`src/pkg/lid_defines.svh`:
```
// Constants for the character display instruction decoder and its host end.
// Overview of operation
// RL1 - Only command and data registers; select picks.
// RL2 - Busy indicator high while a command executes.
// RL3 - Commands arriving while busy are dropped.
// RL4 - Host polls busy or waits before sending.
// RL5 - RAM address steps after data access.
// RL6 - Configuration command loads width, lines, mux, page.
// RL7 - Command read returns busy and address, always.
// RL8 - Data read returns RAM byte, three cycles.
// RL9 - Data write stores RAM byte, three cycles.
// RL10 - Clear display zeroes address, 165 cycles.
// RL11 - Return home zeroes address and shift.
// RL12 - Entry mode loads direction and shift enable.
// RL13 - Display control loads on, cursor, blink.
// RL14 - Cursor move or display shift, RAM untouched.
// RL15 - Glyph and display address set commands.
// RL16 - Icon control loads icon mode and blink.
// RL17 - Stage count load; host never sends 11.
// RL18 - Voltage value stored into first or second.
// RL19 - Control byte: continuation, select, six zeros.
// RL20 - Screen, display, temperature configuration; 01 ignored.
// RL21 - Page bit picks basic or extended set.
// RL22 - Clear fills blanks and forces increment.
`ifndef LID_DEFINES_SVH
`define LID_DEFINES_SVH

`define LID_CYC_STD    8'd3
`define LID_CYC_CLEAR  8'd165
`define LID_BLANK      8'h20
`define LID_RAM_LAST   7'h7f
`define LID_BUSY_BIT   7
`define LID_CB_CONT    7
`define LID_CB_SEL     6
`define LID_OP_CLEAR   8'h01
`define LID_OP_RSVD    8'h01
`define LID_RST_WIDTH  1'b1
`define LID_RST_STAGES 2'b10

`endif

```
`src/pkg/lid_pkg.sv`:
```
// Types shared by both ends of the instruction decoder link.
package lid_pkg;

  typedef struct packed {
    logic       interface_width;
    logic       two_line;
    logic       single_line_mux;
    logic       ext_page;
    logic       incr;
    logic       shift_en;
    logic       display_on;
    logic       cursor_on;
    logic       cursor_blink;
    logic       icon_only_mode;
    logic       icon_blink;
    logic       mirror;
    logic       col_rev;
    logic       row_rev;
    logic       temp_coeff_hi;
    logic       temp_coeff_lo;
    logic       stage_count_hi;
    logic       stage_count_lo;
    logic [5:0] volt_a;
    logic [5:0] volt_b;
  } lid_cfg_t;

  typedef enum logic [2:0] {
    LID_H_IDLE = 3'b000,
    LID_H_PCTL = 3'b001,
    LID_H_POLL = 3'b010,
    LID_H_PCHK = 3'b011,
    LID_H_XCTL = 3'b100,
    LID_H_XFER = 3'b101,
    LID_H_RCHK = 3'b110
  } lid_host_st_t;

endpackage

```
`src/pkg/lid_if.sv`:
```
// Link between the host end and the display controller end.
`timescale 1ns/1ps
interface lid_if;
  logic       rd_stb;
  logic       wr_stb;
  logic       ctrl_stb;
  logic       register_select;
  logic       i2c_sel;
  logic [7:0] wdata;
  logic [7:0] rdata;

  modport dev (
    input  rd_stb,
    input  wr_stb,
    input  ctrl_stb,
    input  register_select,
    input  i2c_sel,
    input  wdata,
    output rdata
  );

  modport host (
    output rd_stb,
    output wr_stb,
    output ctrl_stb,
    output register_select,
    output i2c_sel,
    output wdata,
    input  rdata
  );
endinterface

```
`src/hdl/lid_dev.sv`:
```
// Display controller end: command decoder, address counter, RAMs and busy timing.
`timescale 1ns/1ps
`include "lid_defines.svh"
module lid_dev (
  input  wire logic               i_mclk,
  input  wire logic               i_sys_rst,
  lid_if.dev                      bus,
  output lid_pkg::lid_cfg_t       o_cfg,
  output logic [6:0]              o_ram_address_counter,
  output logic [6:0]              o_display_shift,
  output logic                    o_power_down,
  output logic                    o_busy_indicator
);
  import lid_pkg::*;

  // ==========================================================================
  // Storage
  // ==========================================================================
  logic [7:0] display_ram [0:127];
  logic [7:0] glyph_ram   [0:127];

  lid_cfg_t   cfg_q;
  lid_cfg_t   cfg_d;
  logic [7:0] busy_cnt_q;
  logic [6:0] ac_q;
  logic [6:0] ac_d;
  logic [6:0] shift_q;
  logic [6:0] shift_d;
  logic       glyph_sel_q;
  logic       glyph_bit6_q;
  logic       fill_q;
  logic [6:0] fill_idx_q;
  logic       sel_latch_q;
  logic [7:0] rdata_q;

  function automatic logic [6:0] step(input logic [6:0] v, input logic up);
    step = up ? 7'(v + 7'd1) : 7'(v - 7'd1);
  endfunction

  // ==========================================================================
  // Request qualification
  // ==========================================================================
  wire       busy      = (busy_cnt_q != 8'h00);
  wire       sel_eff   = bus.i2c_sel ? sel_latch_q : bus.register_select;
  wire [7:0] cmd       = bus.wdata;
  wire       ext       = cfg_q.ext_page;
  wire       take_cmd  = bus.wr_stb && !sel_eff && !busy; // RL1 RL3
  wire       take_wdat = bus.wr_stb && sel_eff && !busy;  // RL1 RL3
  wire       take_rdat = bus.rd_stb && sel_eff && !busy;  // RL3
  wire       take_stat = bus.rd_stb && !sel_eff;          // RL7

  // ==========================================================================
  // Command decode
  // ==========================================================================
  wire is_nop   = (cmd == 8'h00);
  wire is_fset  = (cmd[7:5] == 3'b001) && !cmd[3];                 // RL6
  wire is_clear = !ext && (cmd == `LID_OP_CLEAR);                   // RL21
  wire is_home  = !ext && (cmd[7:1] == 7'h01);
  wire is_entry = !ext && (cmd[7:2] == 6'h01);
  wire is_dctl  = !ext && (cmd[7:3] == 5'h01);
  wire is_shift = !ext && (cmd[7:4] == 4'h1) && (cmd[1:0] == 2'b00);
  wire is_cga   = !ext && (cmd[7:6] == 2'b01);
  wire is_dda   = !ext && cmd[7];
  wire is_scr   = ext && (cmd[7:1] == 7'h01);
  wire is_dcf   = ext && (cmd[7:2] == 6'h01);
  wire is_icon  = ext && (cmd[7:3] == 5'h01) && !cmd[0];
  wire is_tc    = ext && (cmd[7:2] == 6'h04);
  wire is_stg   = ext && (cmd[7:2] == 6'h10);
  wire is_vlcd  = ext && cmd[7];
  wire known    = is_nop | is_fset | is_clear | is_home | is_entry | is_dctl |
                  is_shift | is_cga | is_dda | is_scr | is_dcf | is_icon |
                  is_tc | is_stg | is_vlcd;
  // Reserved code 01 on the extended page decodes as nothing and never goes busy.
  wire exec_cmd = take_cmd && known; // RL20
  wire exec_any = exec_cmd || take_wdat || take_rdat;

  // ==========================================================================
  // Configuration next state
  // ==========================================================================
  always_comb begin
    cfg_d = cfg_q;
    if (exec_cmd) begin
      if (is_fset) begin
        cfg_d.interface_width = cmd[4]; // RL6
        cfg_d.two_line        = cmd[2]; // RL6
        cfg_d.single_line_mux = cmd[1]; // RL6
        cfg_d.ext_page        = cmd[0]; // RL6 RL21
      end
      if (is_clear) begin
        cfg_d.incr = 1'b1; // RL22
      end
      if (is_entry) begin
        cfg_d.incr     = cmd[1]; // RL12
        cfg_d.shift_en = cmd[0]; // RL12
      end
      if (is_dctl) begin
        cfg_d.display_on   = cmd[2]; // RL13
        cfg_d.cursor_on    = cmd[1]; // RL13
        cfg_d.cursor_blink = cmd[0]; // RL13
      end
      if (is_scr) begin
        cfg_d.mirror = cmd[0]; // RL20
      end
      if (is_dcf) begin
        cfg_d.col_rev = cmd[1]; // RL20
        cfg_d.row_rev = cmd[0]; // RL20
      end
      if (is_icon) begin
        cfg_d.icon_only_mode = cmd[2]; // RL16
        cfg_d.icon_blink     = cmd[1]; // RL16
      end
      if (is_tc) begin
        cfg_d.temp_coeff_hi = cmd[1]; // RL20
        cfg_d.temp_coeff_lo = cmd[0]; // RL20
      end
      if (is_stg) begin
        cfg_d.stage_count_hi = cmd[1]; // RL17
        cfg_d.stage_count_lo = cmd[0]; // RL17
      end
      if (is_vlcd && !cmd[6]) begin
        cfg_d.volt_a = cmd[5:0]; // RL18
      end
      if (is_vlcd && cmd[6]) begin
        cfg_d.volt_b = cmd[5:0]; // RL18
      end
    end
  end

  // ==========================================================================
  // Address counter and display shift next state
  // ==========================================================================
  always_comb begin
    ac_d    = ac_q;
    shift_d = shift_q;
    if (exec_cmd && (is_clear || is_home)) begin
      ac_d    = 7'h00; // RL10 RL11
      shift_d = 7'h00; // RL11
    end else if (exec_cmd && is_cga) begin
      ac_d = {glyph_bit6_q, cmd[5:0]}; // RL15
    end else if (exec_cmd && is_dda) begin
      ac_d = cmd[6:0]; // RL15
    end else if (exec_cmd && is_shift) begin
      if (cmd[3]) begin
        shift_d = step(shift_q, cmd[2]); // RL14
      end else begin
        ac_d = step(ac_q, cmd[2]); // RL14
      end
    end else if (take_wdat || take_rdat) begin
      ac_d = step(ac_q, cfg_q.incr); // RL5
      if (cfg_q.shift_en) begin
        shift_d = step(shift_q, cfg_q.incr); // RL12
      end
    end
  end

  // ==========================================================================
  // Control registers
  // ==========================================================================
  always_ff @(posedge i_mclk or posedge i_sys_rst) begin
    if (i_sys_rst) begin
      cfg_q                 <= '0;
      cfg_q.interface_width <= `LID_RST_WIDTH;
      cfg_q.incr            <= 1'b1;
      {cfg_q.stage_count_hi, cfg_q.stage_count_lo} <= `LID_RST_STAGES;
      ac_q                  <= 7'h00;
      shift_q               <= 7'h00;
    end else begin
      cfg_q   <= cfg_d;
      ac_q    <= ac_d;
      shift_q <= shift_d;
    end
  end

  // Reset runs a full clear, so the counter and the fill start loaded.
  always_ff @(posedge i_mclk or posedge i_sys_rst) begin
    if (i_sys_rst) begin
      busy_cnt_q <= `LID_CYC_CLEAR;
    end else if (exec_any) begin
      busy_cnt_q <= (exec_cmd && is_clear) ? `LID_CYC_CLEAR : `LID_CYC_STD; // RL2 RL10
    end else if (busy) begin
      busy_cnt_q <= 8'(busy_cnt_q - 8'd1); // RL2
    end
  end

  always_ff @(posedge i_mclk or posedge i_sys_rst) begin
    if (i_sys_rst) begin
      fill_q     <= 1'b1;
      fill_idx_q <= 7'h00;
    end else if (exec_cmd && is_clear) begin
      fill_q     <= 1'b1; // RL22
      fill_idx_q <= 7'h00;
    end else if (fill_q) begin
      fill_q     <= (fill_idx_q != `LID_RAM_LAST);
      fill_idx_q <= 7'(fill_idx_q + 7'd1);
    end
  end

  always_ff @(posedge i_mclk or posedge i_sys_rst) begin
    if (i_sys_rst) begin
      glyph_sel_q  <= 1'b0;
      glyph_bit6_q <= 1'b0;
    end else if (exec_cmd && is_cga) begin
      glyph_sel_q <= 1'b1; // RL15
    end else if (exec_cmd && is_dda) begin
      glyph_sel_q  <= 1'b0;
      glyph_bit6_q <= cmd[6]; // RL15
    end
  end

  always_ff @(posedge i_mclk or posedge i_sys_rst) begin
    if (i_sys_rst) begin
      sel_latch_q <= 1'b0;
    end else if (bus.ctrl_stb) begin
      sel_latch_q <= bus.wdata[`LID_CB_SEL]; // RL19
    end
  end

  // ==========================================================================
  // Read data
  // ==========================================================================
  wire [7:0] ram_rd = glyph_sel_q ? glyph_ram[ac_q] : display_ram[ac_q];

  always_ff @(posedge i_mclk or posedge i_sys_rst) begin
    if (i_sys_rst) begin
      rdata_q <= 8'h00;
    end else if (take_stat) begin
      rdata_q <= {busy, ac_q}; // RL7
    end else if (take_rdat) begin
      rdata_q <= ram_rd; // RL8
    end
  end

  // ==========================================================================
  // RAM arrays
  // ==========================================================================
  wire       dram_we   = fill_q || (take_wdat && !glyph_sel_q);
  wire [6:0] dram_addr = fill_q ? fill_idx_q : ac_q;
  wire [7:0] dram_data = fill_q ? `LID_BLANK : cmd;

  always_ff @(posedge i_mclk) begin
    if (dram_we) begin
      display_ram[dram_addr] <= dram_data; // RL9 RL22
    end
  end

  always_ff @(posedge i_mclk) begin
    if (take_wdat && glyph_sel_q) begin
      glyph_ram[ac_q] <= cmd; // RL9
    end
  end

  // ==========================================================================
  // Outputs
  // ==========================================================================
  assign bus.rdata             = rdata_q;
  assign o_cfg                 = cfg_q;
  assign o_ram_address_counter = ac_q;
  assign o_display_shift       = shift_q;
  assign o_power_down          = !cfg_q.display_on; // RL13
  assign o_busy_indicator      = busy;
endmodule

```
`src/flat_wrapper.sv`:
```
// flat-port wrapper written by rule: the top's interface ports become plain ports
module lid_dev_flat import lid_pkg::*;
  (i_mclk, i_sys_rst, o_cfg, o_ram_address_counter, o_display_shift, o_power_down, o_busy_indicator, bus_rd_stb, bus_wr_stb, bus_ctrl_stb, bus_register_select, bus_i2c_sel, bus_wdata, bus_rdata);
  lid_if bus_i ();
  input  wire logic i_mclk;
  input  wire logic i_sys_rst;
  output lid_pkg::lid_cfg_t o_cfg;
  output logic [6:0] o_ram_address_counter;
  output logic [6:0] o_display_shift;
  output logic o_power_down;
  output logic o_busy_indicator;
  input wire logic [$bits(bus_i.rd_stb)-1:0] bus_rd_stb;
  input wire logic [$bits(bus_i.wr_stb)-1:0] bus_wr_stb;
  input wire logic [$bits(bus_i.ctrl_stb)-1:0] bus_ctrl_stb;
  input wire logic [$bits(bus_i.register_select)-1:0] bus_register_select;
  input wire logic [$bits(bus_i.i2c_sel)-1:0] bus_i2c_sel;
  input wire logic [$bits(bus_i.wdata)-1:0] bus_wdata;
  output wire logic [$bits(bus_i.rdata)-1:0] bus_rdata;
  assign bus_i.rd_stb = bus_rd_stb;
  assign bus_i.wr_stb = bus_wr_stb;
  assign bus_i.ctrl_stb = bus_ctrl_stb;
  assign bus_i.register_select = bus_register_select;
  assign bus_i.i2c_sel = bus_i2c_sel;
  assign bus_i.wdata = bus_wdata;
  assign bus_rdata = bus_i.rdata;
  lid_dev u_core (.i_mclk(i_mclk), .i_sys_rst(i_sys_rst), .bus(bus_i), .o_cfg(o_cfg), .o_ram_address_counter(o_ram_address_counter), .o_display_shift(o_display_shift), .o_power_down(o_power_down), .o_busy_indicator(o_busy_indicator));
endmodule
```
`config.mk`:
```
export PLATFORM = sky130hd
export DESIGN_NAME = lid_dev_flat
export DESIGN_NICKNAME = d
export VERILOG_FILES = /design/src/pkg/lid_pkg.sv /design/src/pkg/lid_if.sv /design/src/hdl/lid_dev.sv /design/src/flat_wrapper.sv
export VERILOG_INCLUDE_DIRS = /design/src /design/src/pkg
export SDC_FILE = /design/constraint.sdc
export NUM_CORES = 2
export LEC_CHECK = 0
export BUFFER_PORTS_ARGS = -buffer_cell sky130_fd_sc_hd__buf_2
export CAP_MARGIN = 20
export CORE_MARGIN = 2
export CORE_UTILIZATION = 30
export DETAILED_ROUTE_END_ITERATION = 16
export SLEW_MARGIN = 10
export SYNTH_ARGS = -nofsm -noshare
export SYNTH_HDL_FRONTEND = slang
export SYNTH_SLANG_ARGS = --single-unit
```
`constraint.sdc`:
```
create_clock -name i_mclk -period 7.4 [get_ports i_mclk]
set_input_delay 1.48 -clock i_mclk [delete_from_list [all_inputs] [get_ports i_mclk]]
set_output_delay 1.48 -clock i_mclk [all_outputs]
set_load 0.01 [all_outputs]
```
==> impl_metrics.toml <==
[synthesis]
syn_inst = 4916
syn_area_per_cell_sq_um = 16.8
synth_edf_count = 2048
synth_top_cells_by_area = "edfxtp_1 (74%), a22oi_1 (3.8%), mux2_2 (2.6%)"
synth_nets = 4937
seq_area_frac_synth_pct = 76.4
synthArstFlopShare_pct = 3.35
yosysMostFrequentCell = "edfxtp_1"
synthesis.area_sq_um = 82800
synth_flop_cell = "edfxtp_1"
yosysTopAreaCell = "edfxtp_1"
yosysWarnings = 0
synth_top_cell_area_share_pct = 74.3
synth_seq_cells = 2119
synthTopCellsByCount = "edfxtp_1 (2048), a22oi_1 (419), nor2_1 (386), mux2_2 (194), a221oi_1 (187)"
yosysUniqueCellTypes = 105

[worst_setup_path]
cpMaxStageDelayCell = "dfrtp_4"
crit_top_cell = "a221oi_1"
cp_max_fo = 44
reg2regPathDepth = 8
path_cells = "and3b_4 > buf_4 > a221oi_1 > a221oi_1 > a41oi_1 > o211ai_1 > a2111oi_1 > o21ai_1"
critical_path_class = "flop to flop"
max_stage_delay_ns = 1.01
critPathCaptureType = "flop"
worstPathRequired_ns = 8.10
cp.arrival_ns = 5.82
crit_path_start_kind = "flop"

[outcome]
status = "completed"

[clock_tree]
cts_buffers = 198
cts_sinks = 2119
cts_tree = "built"
cts_buffer_depth = 3
clk_pin_slew_ns = 0.07
post_cts_buffers = 0
clock_latency_ns = 0.88
ctsHoldBuffers = 0
post_cts_resized = 0
root_buffer = "clkbuf_16"
cts-htree-levels = 4

[placement]
port_buffers = 68
dpl.hpwl_microns = 168000
place_congestion = 0.935

[sta]
finalSetupViolations = 0
finalCritPeriodShare_pct = 69.1
max_freq_ghz = 0.196
tightestPinTransition_ns = 1.22
min_period_ns = 5.11
slew_violations = 0
hold_viol = 0
finalSetupTns_ns = 0
skew_ns = 0.0525
maxSlewHeadroom_pct = 18.7
rsz0062_at_grt = "false"

[grt]
grt_pass1_vias = 49200
grt.total_usage_pct = 19.6
grt-ovfl-total = 0
antenna_found_initial = 20
grt_max_degree = 129
grt_pass1_wl_microns = 391000

[pwr]
p_leak_uw = 0.0287
ir_drop_mv = 0.362
power_per_cell_area_nw_per_um2 = 358

[min_path]
whs_path_depth = 2
hold_path.class = "flop to flop"

[die]
start_util_pct = 30.2
rows = 192
die-height_microns = 529
die_w_microns = 529
dieArea_sq_um = 280000
core_sq_um = 274000
ios = 69

[detailed_routing]
routed_wl_microns = 283000
firstDrtPassIters = 7
viasPerCell = 5.78
final_antenna_net_count = 0
drt_iter0_drc = 8273
vias = 51100
wire_per_inst_microns = 32.0
drc = 0

[final_layout]
layout-drive-gt1-share_pct = 15.9
multi_input_area_sq_um = 17800
nets = 5002
syn2layout_area_growth_pct = 13.7
num-fill-cells = 25700
register_area_sq_um = 63300
fin_util_pct = 34.4

[job]
maxCapViolations = 0
-- critical path, delay by kind of cell (launching register included) --
family | cells | cell delay (ns)
buf+inv | 1 | 0.41
simple gates | 1 | 0.53
flops | 1 | 1.01
compound gates | 6 | 2.89
-- state kept, by name, summed over array words and instances (netlist names) --
name                          flops
u_core.glyph_ram               1024
u_core.ext                        1
u_core.fill_idx_q                 7
u_core.o_display_shift            7
u_core.o_ram_address_counter      7
u_core.display_ram             1024
u_core.bus.rdata                  8
u_core.sel_latch_q                1
u_core.fill_q                     1
u_core.o_cfg                     29
u_core.glyph_bit6_q               1
u_core.busy_cnt_q                 8
u_core.glyph_sel_q                1
-- routing by layer --
| layer | up-vias | part of all wire (%) | GRT usage [%] |
|---|---|---|---|
| met5 | - | 0.045 | 0 |
| met3 | 692 | 12 | 4.98 |
| met2 | 3961 | 45 | 30.0 |
| li1 | 20300 | - | - |
| met1 | 26200 | 38 | 25.9 |
| met4 | 18 | 5.1 | 9.18 |
-- cell type report --
type	count	area share, %
diodes	8	0.0213
flip-flops and latches	2119	67.2
repair buffers	219	1.93
clock inverters	140	1.54
inverters	17	0.0731
well taps	3686	4.90
multi-input cells	2426	18.9
clock buffers	227	5.40
-- logic make-up after synthesis --
logic type | after synthesis | synth area share [%]
buffers and inverters | 371 | 2.27
adder cells (fa/ha/maj) | 6 | 0.0907
AO/OA/AOI/OAI | 1250 | 11.5
XOR/XNOR | 12 | 0.127
AND/OR/NAND/NOR | 821 | 4.84
multiplexers | 337 | 4.74
flip-flops | 2119 | 76.4
-- path summary, 6_finish.rpt --
path                                                              from                                     to  slack, ns
max                        u_core.o_ram_address_counter[1]$_DFFE_PP0P_        u_core.bus.rdata[7]$_DFFE_PP0P_       2.29
max in group asynchronous                                    i_sys_rst           u_core.o_cfg[13]$_DFFE_PP1P_       6.17
min reg2reg                                u_core.o_cfg[9]$_DFFE_PP0P_            u_core.o_cfg[9]$_DFFE_PP0P_       0.48
max reg2reg                u_core.o_ram_address_counter[1]$_DFFE_PP0P_        u_core.bus.rdata[7]$_DFFE_PP0P_       2.29
min                                        u_core.o_cfg[9]$_DFFE_PP0P_            u_core.o_cfg[9]$_DFFE_PP0P_       0.48
min in group asynchronous                                    i_sys_rst  u_core.o_display_shift[4]$_DFFE_PP0P_       0.61
-- power breakdown --
part           leakage, uW  switching, uW  internal [uW]
Combinational      0.00619           7030           2780
Clock              0.00318           4570           5810
Sequential          0.0193            335          13200
-- through the flow --
stage / total power, uW / hold WS, ns / area (sq um) / setup slack (ns) / std cells
floorplan: 18800 / 0.471 / 82800 / 1.49 / 4916
global placement: 23200 / 0.460 / 87500 / 2.48 / 8463
detailed placement: 23200 / 0.470 / 87600 / 2.60 / 8465
CTS: 33400 / 0.484 / 94100 / 2.58 / 8832
global route: 34300 / 0.511 / 94100 / 2.48 / 8835
finish: 33800 / 0.481 / 94200 / 2.29 / 8842
-- cell usage in the layout (no fill, tap or decap), types with 25 or more instances in the layout --
master and instances:
o2bb2ai_1 27, mux2_2 194, a22o_1 56, mux2i_1 116, a221o_1 43, a31oi_1 41, o211ai_1 43, a41oi_1 39
buf_2 60, dfrtp_1 57, clkinv_2 43, edfxtp_1 2048, bufinv_16 25, nand4_1 36, clkbuf_16 199, clkinv_1 46
a21oi_1 133, a22oi_1 419, buf_4 132, nor2_1 383, nand2_1 151, clkbuf_1 28, o21ai_0 92, nand3_1 47
a221oi_1 187
Note: power is estimated with default switching activity, not from simulation.
